<file path="src/radio_irq_pkg.sv">
package radio_irq_pkg;

  ////////////////////////////////////////////////////////////////////////////
  // register byte addresses (low two bits not decoded)
  localparam logic [31:0] CORE_CAPABILITIES_ADDR = 32'h4000_0008;
  localparam logic [31:0] INTERRUPT_MASK_CONTROL_ADDR = 32'h4000_000c;
  localparam logic [31:0] MASKED_INTERRUPT_STATUS_ADDR = 32'h4000_0010;
  localparam logic [31:0] RAW_INTERRUPT_STATUS_ADDR = 32'h4000_0014;
  localparam logic [31:0] IRQ_ACKNOWLEDGE_REGISTER_ADDR = 32'h4000_0018;
  localparam logic [31:0] SOFT_IRQ_CONTROL_ADDR = 32'h4000_0020;

  ////////////////////////////////////////////////////////////////////////////
  // interrupt sources
  localparam int NUM_SOURCES = 10;
  localparam int TICK_BIT = 0;
  localparam int RECEIVE_BIT = 1;
  localparam int SLEEP_END_BIT = 2;
  localparam int EVENT_END_BIT = 3;
  localparam int CIPHER_BIT = 4;
  localparam int FAULT_BIT = 5;
  localparam int COARSE_TIMER_BIT = 6;
  localparam int FINE_TIMER_BIT = 7;
  localparam int EVENT_ABORT_BIT = 8;
  localparam int SOFT_BIT = 9;
  localparam int TICK_IN_EVENT_BIT = 15;
  localparam int SOFT_REQUEST_BIT = 28;

  ////////////////////////////////////////////////////////////////////////////
  // reset values
  localparam logic [9:0] MASK_RESET = 10'h11f;
  localparam logic TICK_IN_EVENT_RESET = 1'b1;

  ////////////////////////////////////////////////////////////////////////////
  // capability fields
  localparam int BUS_WIDTH_POS = 0;
  localparam int CIPHER_UNIT_POS = 1;
  localparam int DIAG_PORT_POS = 2;
  localparam int COEXISTENCE_POS = 3;
  localparam int LEVEL_IRQ_POS = 4;
  localparam int DUAL_MODE_POS = 5;
  localparam int PRESENT_A_POS = 6;
  localparam int CLOCK_MHZ_POS = 8;
  localparam int RADIO_IF_POS = 16;
  localparam int ADDRESS_WIDTH_POS = 24;
  localparam logic [5:0] CLOCK_MHZ_RESET = 6'h00;
  localparam logic [6:0] RADIO_IF_RESET = 7'h02;
  localparam logic [5:0] ADDRESS_WIDTH_RESET = 6'h0f;

  ////////////////////////////////////////////////////////////////////////////
  // ahb transfer type
  localparam logic [1:0] HTRANS_NONSEQ = 2'h2;

endpackage

</file>
<file path="src/radio_core_irq_mask_status.sv">
`timescale 1ns/100ps

// Contract
// - level interrupts, capability bit 4 reads 1
// - capability bit 0 reads 1, 32-bit bus
// - capability bit 1 reads 1, cipher present
// - capability bit 2 reads 1, diag port
// - capability bit 3 reads 1, coexistence present
// - capability bits 5 and 6 read 0
// - capability 13:8 frequency, resets to 0
// - capability 29:24 reads address width 0xf
// - only unmasked sources raise an interrupt
// - mask reset values per source
// - mask bit 15 gates tick during events
// - mask bits 14:10 read as zero
// - status is raw pending and mask set
// - status bit 0 base tick pending
// - status bit 1 receive, bit 2 sleep
// - status bit 8 abort, bit 3 event end
// - status bit 9 software interrupt pending
// - acknowledge write 1 clears raw, reads 0
// - raw pending flag kept per source
// - soft request raises soft interrupt, self-clears
module radio_core_irq_mask_status #(
  parameter logic [5:0] CLOCK_MHZ = radio_irq_pkg::CLOCK_MHZ_RESET
) (
  input wire logic core_clk,
  input wire logic rst_b,
  input wire logic hsel,
  input wire logic [31:0] haddr,
  input wire logic [1:0] htrans,
  input wire logic hwrite,
  input wire logic [2:0] hsize,
  input wire logic [31:0] hwdata,
  input wire logic hready,
  output logic [31:0] hrdata,
  output logic hreadyout,
  output logic hresp,
  input wire logic [9:0] irqEvent,
  input wire logic inEvent,
  output logic coreIrq
);

  typedef struct packed {
    logic wrPend;
    logic [31:0] wrAddr;
    logic [9:0] mask;
    logic tickInEventEnable;
    logic [9:0] rawPending;
    logic softRequest;
    logic [5:0] clockMhz;
    logic [31:0] rdata;
    logic irq;
  } state_t;

  state_t cur;
  state_t nxt;
  logic [1:0] rstSync;
  logic rstSyncB;
  logic [9:0] eventSync1;
  logic [9:0] eventSync2;
  logic inEventSync1;
  logic inEventSync2;

  ////////////////////////////////////////////////////////////////////////////
  // address decode
  function automatic logic hit(input logic [31:0] a, input logic [31:0] reg_addr);
    hit = (a[31:2] == reg_addr[31:2]);
  endfunction

  function automatic logic [31:0] capabilities(input logic [5:0] mhz);
    logic [31:0] c;
    c = 32'h0000_0000;
    c[radio_irq_pkg::BUS_WIDTH_POS] = 1'b1;
    c[radio_irq_pkg::CIPHER_UNIT_POS] = 1'b1;
    c[radio_irq_pkg::DIAG_PORT_POS] = 1'b1;
    c[radio_irq_pkg::COEXISTENCE_POS] = 1'b1;
    c[radio_irq_pkg::LEVEL_IRQ_POS] = 1'b1;
    c[radio_irq_pkg::DUAL_MODE_POS] = 1'b0;
    c[radio_irq_pkg::PRESENT_A_POS] = 1'b0;
    c[radio_irq_pkg::CLOCK_MHZ_POS +: 6] = mhz;
    c[radio_irq_pkg::RADIO_IF_POS +: 7] = radio_irq_pkg::RADIO_IF_RESET;
    c[radio_irq_pkg::ADDRESS_WIDTH_POS +: 6] = radio_irq_pkg::ADDRESS_WIDTH_RESET;
    capabilities = c;
  endfunction

  ////////////////////////////////////////////////////////////////////////////
  // reset release and input synchronisers
  always_ff @(posedge core_clk or negedge rst_b)
  begin
    if (!rst_b)
    begin
      rstSync <= 2'h0;
    end
    else
    begin
      rstSync <= {rstSync[0], 1'b1};
    end
  end

  assign rstSyncB = rstSync[1];

  always_ff @(posedge core_clk or negedge rstSyncB)
  begin
    if (!rstSyncB)
    begin
      eventSync1 <= 10'h000;
      eventSync2 <= 10'h000;
      inEventSync1 <= 1'b0;
      inEventSync2 <= 1'b0;
    end
    else
    begin
      eventSync1 <= irqEvent;
      eventSync2 <= eventSync1;
      inEventSync1 <= inEvent;
      inEventSync2 <= inEventSync1;
    end
  end

  ////////////////////////////////////////////////////////////////////////////
  // next state
  always_comb
  begin
    logic addrTake;
    logic wrNow;
    logic [9:0] ack;
    logic [9:0] setEvent;
    logic [9:0] masked;
    logic [31:0] rd;
    addrTake = 1'b0;
    wrNow = 1'b0;
    ack = 10'h000;
    setEvent = 10'h000;
    masked = 10'h000;
    rd = 32'h0000_0000;
    nxt = cur;
    nxt.softRequest = 1'b0;
    nxt.clockMhz = CLOCK_MHZ;

    // write data phase
    wrNow = cur.wrPend;
    if (wrNow)
    begin
      if (hit(cur.wrAddr, radio_irq_pkg::INTERRUPT_MASK_CONTROL_ADDR))
      begin
        nxt.mask = hwdata[9:0];
        nxt.tickInEventEnable = hwdata[radio_irq_pkg::TICK_IN_EVENT_BIT];
      end
      if (hit(cur.wrAddr, radio_irq_pkg::IRQ_ACKNOWLEDGE_REGISTER_ADDR))
      begin
        ack = hwdata[9:0];
      end
      if (hit(cur.wrAddr, radio_irq_pkg::SOFT_IRQ_CONTROL_ADDR))
      begin
        nxt.softRequest = hwdata[radio_irq_pkg::SOFT_REQUEST_BIT];
      end
    end

    // raw pending: set wins over acknowledge
    setEvent = eventSync2;
    setEvent[radio_irq_pkg::SOFT_BIT] = cur.softRequest | eventSync2[radio_irq_pkg::SOFT_BIT];
    if (inEventSync2 && !cur.tickInEventEnable)
    begin
      setEvent[radio_irq_pkg::TICK_BIT] = 1'b0;
    end
    nxt.rawPending = (cur.rawPending & ~ack) | setEvent;

    masked = nxt.rawPending & nxt.mask;
    nxt.irq = |masked;

    // address phase
    addrTake = hsel && hready && (htrans == radio_irq_pkg::HTRANS_NONSEQ);
    nxt.wrPend = addrTake && hwrite;
    nxt.wrAddr = haddr;
    if (addrTake && !hwrite)
    begin
      if (hit(haddr, radio_irq_pkg::CORE_CAPABILITIES_ADDR))
      begin
        rd = capabilities(cur.clockMhz);
      end
      else if (hit(haddr, radio_irq_pkg::INTERRUPT_MASK_CONTROL_ADDR))
      begin
        rd[9:0] = cur.mask;
        rd[radio_irq_pkg::TICK_IN_EVENT_BIT] = cur.tickInEventEnable;
      end
      else if (hit(haddr, radio_irq_pkg::MASKED_INTERRUPT_STATUS_ADDR))
      begin
        rd[9:0] = cur.rawPending & cur.mask;
      end
      else if (hit(haddr, radio_irq_pkg::RAW_INTERRUPT_STATUS_ADDR))
      begin
        rd[9:0] = cur.rawPending;
      end
      else
      begin
        rd = 32'h0000_0000;
      end
    end
    nxt.rdata = rd;
  end

  ////////////////////////////////////////////////////////////////////////////
  // state register
  always_ff @(posedge core_clk or negedge rstSyncB)
  begin
    if (!rstSyncB)
    begin
      cur.wrPend <= 1'b0;
      cur.wrAddr <= 32'h0000_0000;
      cur.mask <= radio_irq_pkg::MASK_RESET;
      cur.tickInEventEnable <= radio_irq_pkg::TICK_IN_EVENT_RESET;
      cur.rawPending <= 10'h000;
      cur.softRequest <= 1'b0;
      cur.clockMhz <= radio_irq_pkg::CLOCK_MHZ_RESET;
      cur.rdata <= 32'h0000_0000;
      cur.irq <= 1'b0;
    end
    else
    begin
      cur <= nxt;
    end
  end

  ////////////////////////////////////////////////////////////////////////////
  // outputs
  always_ff @(posedge core_clk or negedge rstSyncB)
  begin
    if (!rstSyncB)
    begin
      hreadyout <= 1'b1;
      hresp <= 1'b0;
    end
    else
    begin
      hreadyout <= 1'b1;
      hresp <= 1'b0;
    end
  end

  assign hrdata = cur.rdata;
  assign coreIrq = cur.irq;

endmodule

</file>
<file path="config.mk">
export PLATFORM = sky130hd
export DESIGN_NAME = radio_core_irq_mask_status
export DESIGN_NICKNAME = d
export VERILOG_FILES = /design/src/radio_irq_pkg.sv /design/src/radio_core_irq_mask_status.sv
export SDC_FILE = /design/constraint.sdc
export NUM_CORES = 1
export LEC_CHECK = 0
export ABC_AREA = 1
export BUFFER_PORTS_ARGS = -buffer_cell sky130_fd_sc_hd__clkbuf_2
export CORE_ASPECT_RATIO = 0.7
export CORE_MARGIN = 10
export CORE_UTILIZATION = 48
export CTS_BUF_LIST = sky130_fd_sc_hd__clkbuf_4 sky130_fd_sc_hd__clkbuf_8
export CTS_CLUSTER_DIAMETER = 30
export CTS_CLUSTER_SIZE = 20
export DETAILED_ROUTE_END_ITERATION = 12
export GPL_ROUTABILITY_DRIVEN = 1
export HOLD_SLACK_MARGIN = 0.08
export PLACE_DENSITY = 0.79
export SYNTH_ARGS = -nofsm -noshare
export SYNTH_HDL_FRONTEND = slang
export SYNTH_SLANG_ARGS = --single-unit
export TNS_END_PERCENT = 30
</file>
<file path="constraint.sdc">
create_clock -name core_clk -period 2.95 [get_ports core_clk]
set_clock_uncertainty 0.1 [all_clocks]
set_input_delay 0.885 -clock core_clk [delete_from_list [all_inputs] [get_ports core_clk]]
set_output_delay 0.885 -clock core_clk [all_outputs]
set_load 0.01 [all_outputs]
</file>
==> results of run 1 <==
layout make-up:
class / instances / share of cell area
clock buffer: 16 / 0.0437
inverter: 49 / 0.0426
multi-input combinational: 239 / 0.271
sequential: 90 / 0.524
tap: 101 / 0.0292
timing repair buffer: 77 / 0.0898
worst paths after layout:
kind,startpoint,end,slack (ps)
max,cur[93],coreIrq,720
min,rst_b,rstSync[1],190
max reg2reg,cur[93],coreIrq,720
min reg2reg,eventSync1[2],eventSync2[2],250
max in group asynchronous,rstSync[1],eventSync1[5],1630
min in group core_clk,eventSync1[2],eventSync2[2],250
cells in the mapped netlist:
library cell,n,area share
inv_1,45,0.044
nor4b_1,1,0.0023
dfstp_2,7,0.048
a21oi_1,15,0.020
dfrtp_1,83,0.54
o21ai_0,15,0.020
nor3_1,2,0.0026
nand2_2,24,0.039
nor3b_1,3,0.0059
nand3_4,2,0.0091
or2_1,1,0.0016
nand3b_1,4,0.0078
nor2_2,8,0.013
nor2_4,5,0.015
buf_8,1,0.0039
buf_2,2,0.0026
nand2_1,77,0.075
and2_1,1,0.0016
clkinv_1,1,0.00098
nand4_1,9,0.015
inv_2,3,0.0029
clkbuf_1,1,0.00098
buf_4,34,0.067
nand3_2,1,0.0026
conb_1,2,0.0020
nor2_1,34,0.033
nand3_1,18,0.023
critical path, stage by stage (launching register included):
cell     delay (ps)
dfrtp_1         660
nand3_1         150
nor2_2          150
nand3_4         150
nor2_4          380
inv_1           110
nand2_1          90
nand2_1          60
nand2_1          50
nand3_1          60
nor2_1           90
nand2_1          60
state kept, by name (all words and copies together) (netlist names):
register	count
hrdata	12
eventSync2	10
eventSync1	10
cur	53
inEventSync1	1
inEventSync2	1
coreIrq	1
rstSync	2
kinds of logic (layout without fill, tap and decap cells):
kind of cell | count (synthesis) | count (layout) | synth area share
buf+inv | 87 | 142 | 0.122
simple gates | 190 | 190 | 0.247
flops | 90 | 90 | 0.590
compound gates | 30 | 30 | 0.0392
other cells | 2 | 19 | 0.00196
where the power goes:
part           switching (mW)  internal, mW
Sequential             0.0368          1.27
Combinational          0.0564        0.0421
Clock                   0.391         0.401
placed cells by master, fill, tap and decap left out, types with 4 or more instances in the layout:
| cell type | synthesis | routed |
|---|---|---|
| nand4_1 | 9 | 9 |
| nand2_2 | 24 | 24 |
| nor2_4 | 5 | 5 |
| nand3_1 | 18 | 18 |
| clkbuf_8 | 0 | 11 |
| nand2_1 | 77 | 77 |
| clkbuf_2 | 0 | 76 |
| conb_1 | 2 | 19 |
| o21ai_0 | 15 | 15 |
| nand3b_1 | 4 | 4 |
| dfrtp_1 | 83 | 82 |
| nor2_2 | 8 | 8 |
| a21oi_1 | 15 | 15 |
| inv_1 | 45 | 45 |
| clkbuf_4 | 0 | 5 |
| dfstp_2 | 7 | 7 |
| nor2_1 | 34 | 34 |
metal layers:
| layer | part of all wire | vias up |
|---|---|---|
| met4 | 0.015 | 0 |
| met2 | 0.47 | 99 |
| met5 | 0 | - |
| met3 | 0.086 | 14 |
| met1 | 0.43 | 1233 |
| li1 | - | 1320 |
==> flow_metrics.tcl, run 1 <==
set metrics [dict create \
    top_usage_layer "met2" \
    die_y_um 94.8 \
    status "finished, final reports clean" \
    ys_warn_count 0 \
    grt.met1_usage 0.175 \
    layout-drive-gt1-share 0.306 \
    fp.coreArea_um2 7800 \
    drt_iter0_markers 109 \
    post-cts-setup-buffer-count 0 \
    ys_seq_elements 90 \
    p_leak_nw 2.19 \
    netlist_area_um2 3830 \
    cap_violations 0 \
    firstDrtPassIters 4 \
    syn2layout_area_growth_pct 12.7 \
    clock_latency_ps 360 \
    post_layout_nonfiller_instances 572 \
    dr_total_vias 2666 \
    h-tree-depth 3 \
    register_area_um2 2260 \
    cts.sinks 90 \
    gp_congestion 0.845 \
    required_ps 3110 \
    netlist_instances 399 \
    utilization 0.554 \
    antenna_found_initial 0 \
    setup_tns_ps 0 \
    ir_drop_uv 273 \
    place_area_um2 4130 \
    numCtsBuffers 9 \
    grt_pass1_vias 2838 \
    multi_input_area_um2 1170 \
    use_met2 0.229 \
    track_usage 0.145 \
    io_buffers 76 \
    use_met3 0.0543 \
    syn_avg_cell_area_um2 9.61 \
    n_fill_cell 685 \
    finalWorstSetupSlack_ps 724 \
    grt_max_degree 89 \
    slew_headroom 0.285 \
    grt_pass1_wl_mm 13.7 \
    start_util 0.491 \
    routed_via_density 4.66 \
    critPathCaptureType "register" \
    clkTransAtPathRegs_ps 80 \
    min_period_ps 2230 \
    hp-class "in -> async" \
    ant_nets 0 \
    dpl.cell_count 556 \
    final.period_utilization 0.755 \
    cellPowerDensity_nw_per_um2 509 \
    yosysSeqAreaShare 0.590 \
    place_ws_ps 513 \
    hpwl_mm 6.25 \
    rows 27 \
    setup_violations 0 \
    synthDistinctLibCells 27 \
    hold_buffers 0 \
    gr-total-overflow 0 \
    fin_nets 551 \
    wl_per_cell_um 14.4 \
    antennaDiodeCount 0 \
    finalInstanceArea_um2 4320 \
    arrival_ps 2380 \
    reg2regPathDepth 11 \
    tightestPinTransition_ps 1070 \
    slew_violations 0 \
    whs_ps 191 \
    max_freq_mhz 449 \
    drc 0 \
    path_class "reg -> reg" \
    critPathLaunchType "register" \
    cts_max_path_buffers 2 \
    rsz0062_at_grt "false" \
    ctsResizeCount 0 \
    path_max_fanout 13 \
    cts_root_buffer "clkbuf_8" \
    cts_tree "done" \
    hold_viol 0 \
    die_width_um 127 \
    p_total_mw 2.20 \
    design.die.area_um2 12000 \
    io_pins 120 \
    wirelength_mm 8.21 \
]
(Power assumes the default switching activity.)
==> inputs of run 2 (changes only) <==
==> constraint.sdc (replaced) <==
create_clock -name core_clk -period 1.8 [get_ports core_clk]
set_clock_uncertainty 0.1 [all_clocks]
set_input_delay 0.54 -clock core_clk [delete_from_list [all_inputs] [get_ports core_clk]]
set_output_delay 0.54 -clock core_clk [all_outputs]
set_load 0.01 [all_outputs]
==> run 2 against run 1 <==
Effect of this change: die area stayed put; via count is 4.4% higher; largest power group unchanged; final cell count is 3.7% higher; largest cell class unchanged; count of clock-buffer cells in the layout is 5 lower.
==> flow_metrics.tcl, run 2 (same netlist as run 1, synthesis figures left out) <==
set metrics [dict create \
    place_ws_ps -198 \
    p_leak_nw 2.35 \
    grt_pass1_vias 2944 \
    die_width_um 127 \
    critPathLaunchType "register" \
    h-tree-depth 3 \
    io_buffers 76 \
    post_layout_nonfiller_instances 593 \
    finalInstanceArea_um2 4670 \
    syn2layout_area_growth_pct 21.7 \
    top_register "cur" \
    path_class "reg -> reg" \
    finalWorstSetupSlack_ps 9.98 \
    register_area_um2 2260 \
    whs_ps 107 \
    p_comb_frac 0.052 \
    rsz0062_at_grt "true" \
    fp.coreArea_um2 7800 \
    hpwl_mm 6.53 \
    rows 27 \
    hold_viol 0 \
    path_max_fanout 5 \
    status "finished, final reports clean" \
    numCtsBuffers 9 \
    clkTransAtPathRegs_ps 90 \
    wl_per_cell_um 14.7 \
    n_fill_cell 665 \
    net-switching-power_uw 830 \
    track_usage 0.148 \
    clock_latency_ps 360 \
    gp_congestion 0.878 \
    dr_total_vias 2784 \
    critPathCaptureType "register" \
    dpl.cell_count 567 \
    setup_violations 0 \
    final.period_utilization 0.994 \
    grt_pass1_wl_mm 14.1 \
    layout_commonest_cell "dfrtp_1" \
    max_freq_mhz 559 \
    layout-drive-gt1-share 0.366 \
    design.die.area_um2 12000 \
    min_period_ps 1790 \
    place_area_um2 4230 \
    cellPowerDensity_nw_per_um2 881 \
    required_ps 2000 \
    die_y_um 94.8 \
    ant_nets 0 \
    cts_root_buffer "clkbuf_8" \
    slew_violations 0 \
    wirelength_mm 8.70 \
    multi_input_area_um2 1240 \
    swShare 0.202 \
    ir_drop_uv 492 \
    gr-total-overflow 0 \
    routed_via_density 4.69 \
    sequentialPowerShare 0.515 \
    cts_max_path_buffers 2 \
    setup_tns_ps 0 \
    fin_nets 572 \
    mostFrequentLayoutCells "dfrtp_1 (82), clkbuf_2 (76), nand2_1 (68), inv_1 (44), nor2_1 (31)" \
    p_clk_frac 0.433 \
    firstDrtPassIters 4 \
    arrival_ps 1990 \
    grt_max_degree 46 \
    hp-class "reg -> async" \
    cts.sinks 90 \
    drt_iter0_markers 176 \
    start_util 0.491 \
    p_int_mw 3.28 \
    io_pins 120 \
    largest_register_ffs 53 \
    antennaDiodeCount 0 \
    cts_tree "done" \
    cap_violations 0 \
    drc 0 \
    antenna_found_initial 0 \
]
==> run 2: layout make-up <==
class / count / share of cell area
Clock buffer: 11 / 0.0311
Clock inverter: 5 / 0.0268
Inverter: 49 / 0.0394
Multi-Input combinational cell: 240 / 0.267
Sequential cell: 90 / 0.485
Tap cell: 101 / 0.0271
Timing Repair Buffer: 97 / 0.124
==> run 2: worst max-delay path, stage by stage, from the launching register on <==
cell and delay, ps:
dfrtp_1 400, nor2_2 150, nand2_2 80, nor2_4 130
nand3_4 130, nor2_4 210, buf_6 180, nand2_2 60
nand2_2 70, nand2_2 50, nand3_2 60, nor2_1 40
nand2_1 60
==> run 2: routing by layer <==
metal	vias up	GRT usage	wire length, um
met3	18	0.0688	796
met5	-	0	0
met2	106	0.233	4040
met1	1295	0.177	3690
met4	0	0.0482	175
li1	1365	-	-
==> run 2: what timing repair did <==
item | in CTS | in global routing
hold buffers | 1 | 0
resized for setup | 9 | 19
cloned | 1 | 0
setup buffers | 6 | 2
setup endpoints to repair | 1 | 5
hold endpoints to repair | 2 | 0
pin swaps | 9 | 19
==> run 2: worst paths after layout <==
kind | start | end | slack [ps] | depth (start not counted)
min in group core_clk | irqEvent[3] | eventSync1[3] | 180 | 1
worst min-delay path | rstSync[1] | cur[42] | 110 | 0
max in group asynchronous | rstSync[1] | hrdata[9] | 870 | 1
worst max register to register | cur[84] | coreIrq | 10 | 12
worst min register to register | rstSync[1] | cur[42] | 110 | 0
worst max-delay path | cur[84] | coreIrq | 10 | 12
==> run 2: metrics by stage <==
step                      utilization  total power [mW]
after floorplan                     -              2.27
after global placement          0.542              2.35
after detailed placement        0.542              2.36
after CTS                       0.588              4.14
after global routing            0.598              4.27
final                           0.598              4.11
==> run 2: power by group through the flow <==
| stage | clock, mW | combinational (mW) | sequential (mW) |
|---|---|---|---|
| finish | 1.78 | 0.213 | 2.12 |
| global route | 1.91 | 0.242 | 2.12 |
| CTS | 1.81 | 0.208 | 2.12 |
| detailed placement | 0 | 0.200 | 2.16 |
| global placement | 0 | 0.194 | 2.15 |
| floorplan | 0 | 0.102 | 2.17 |
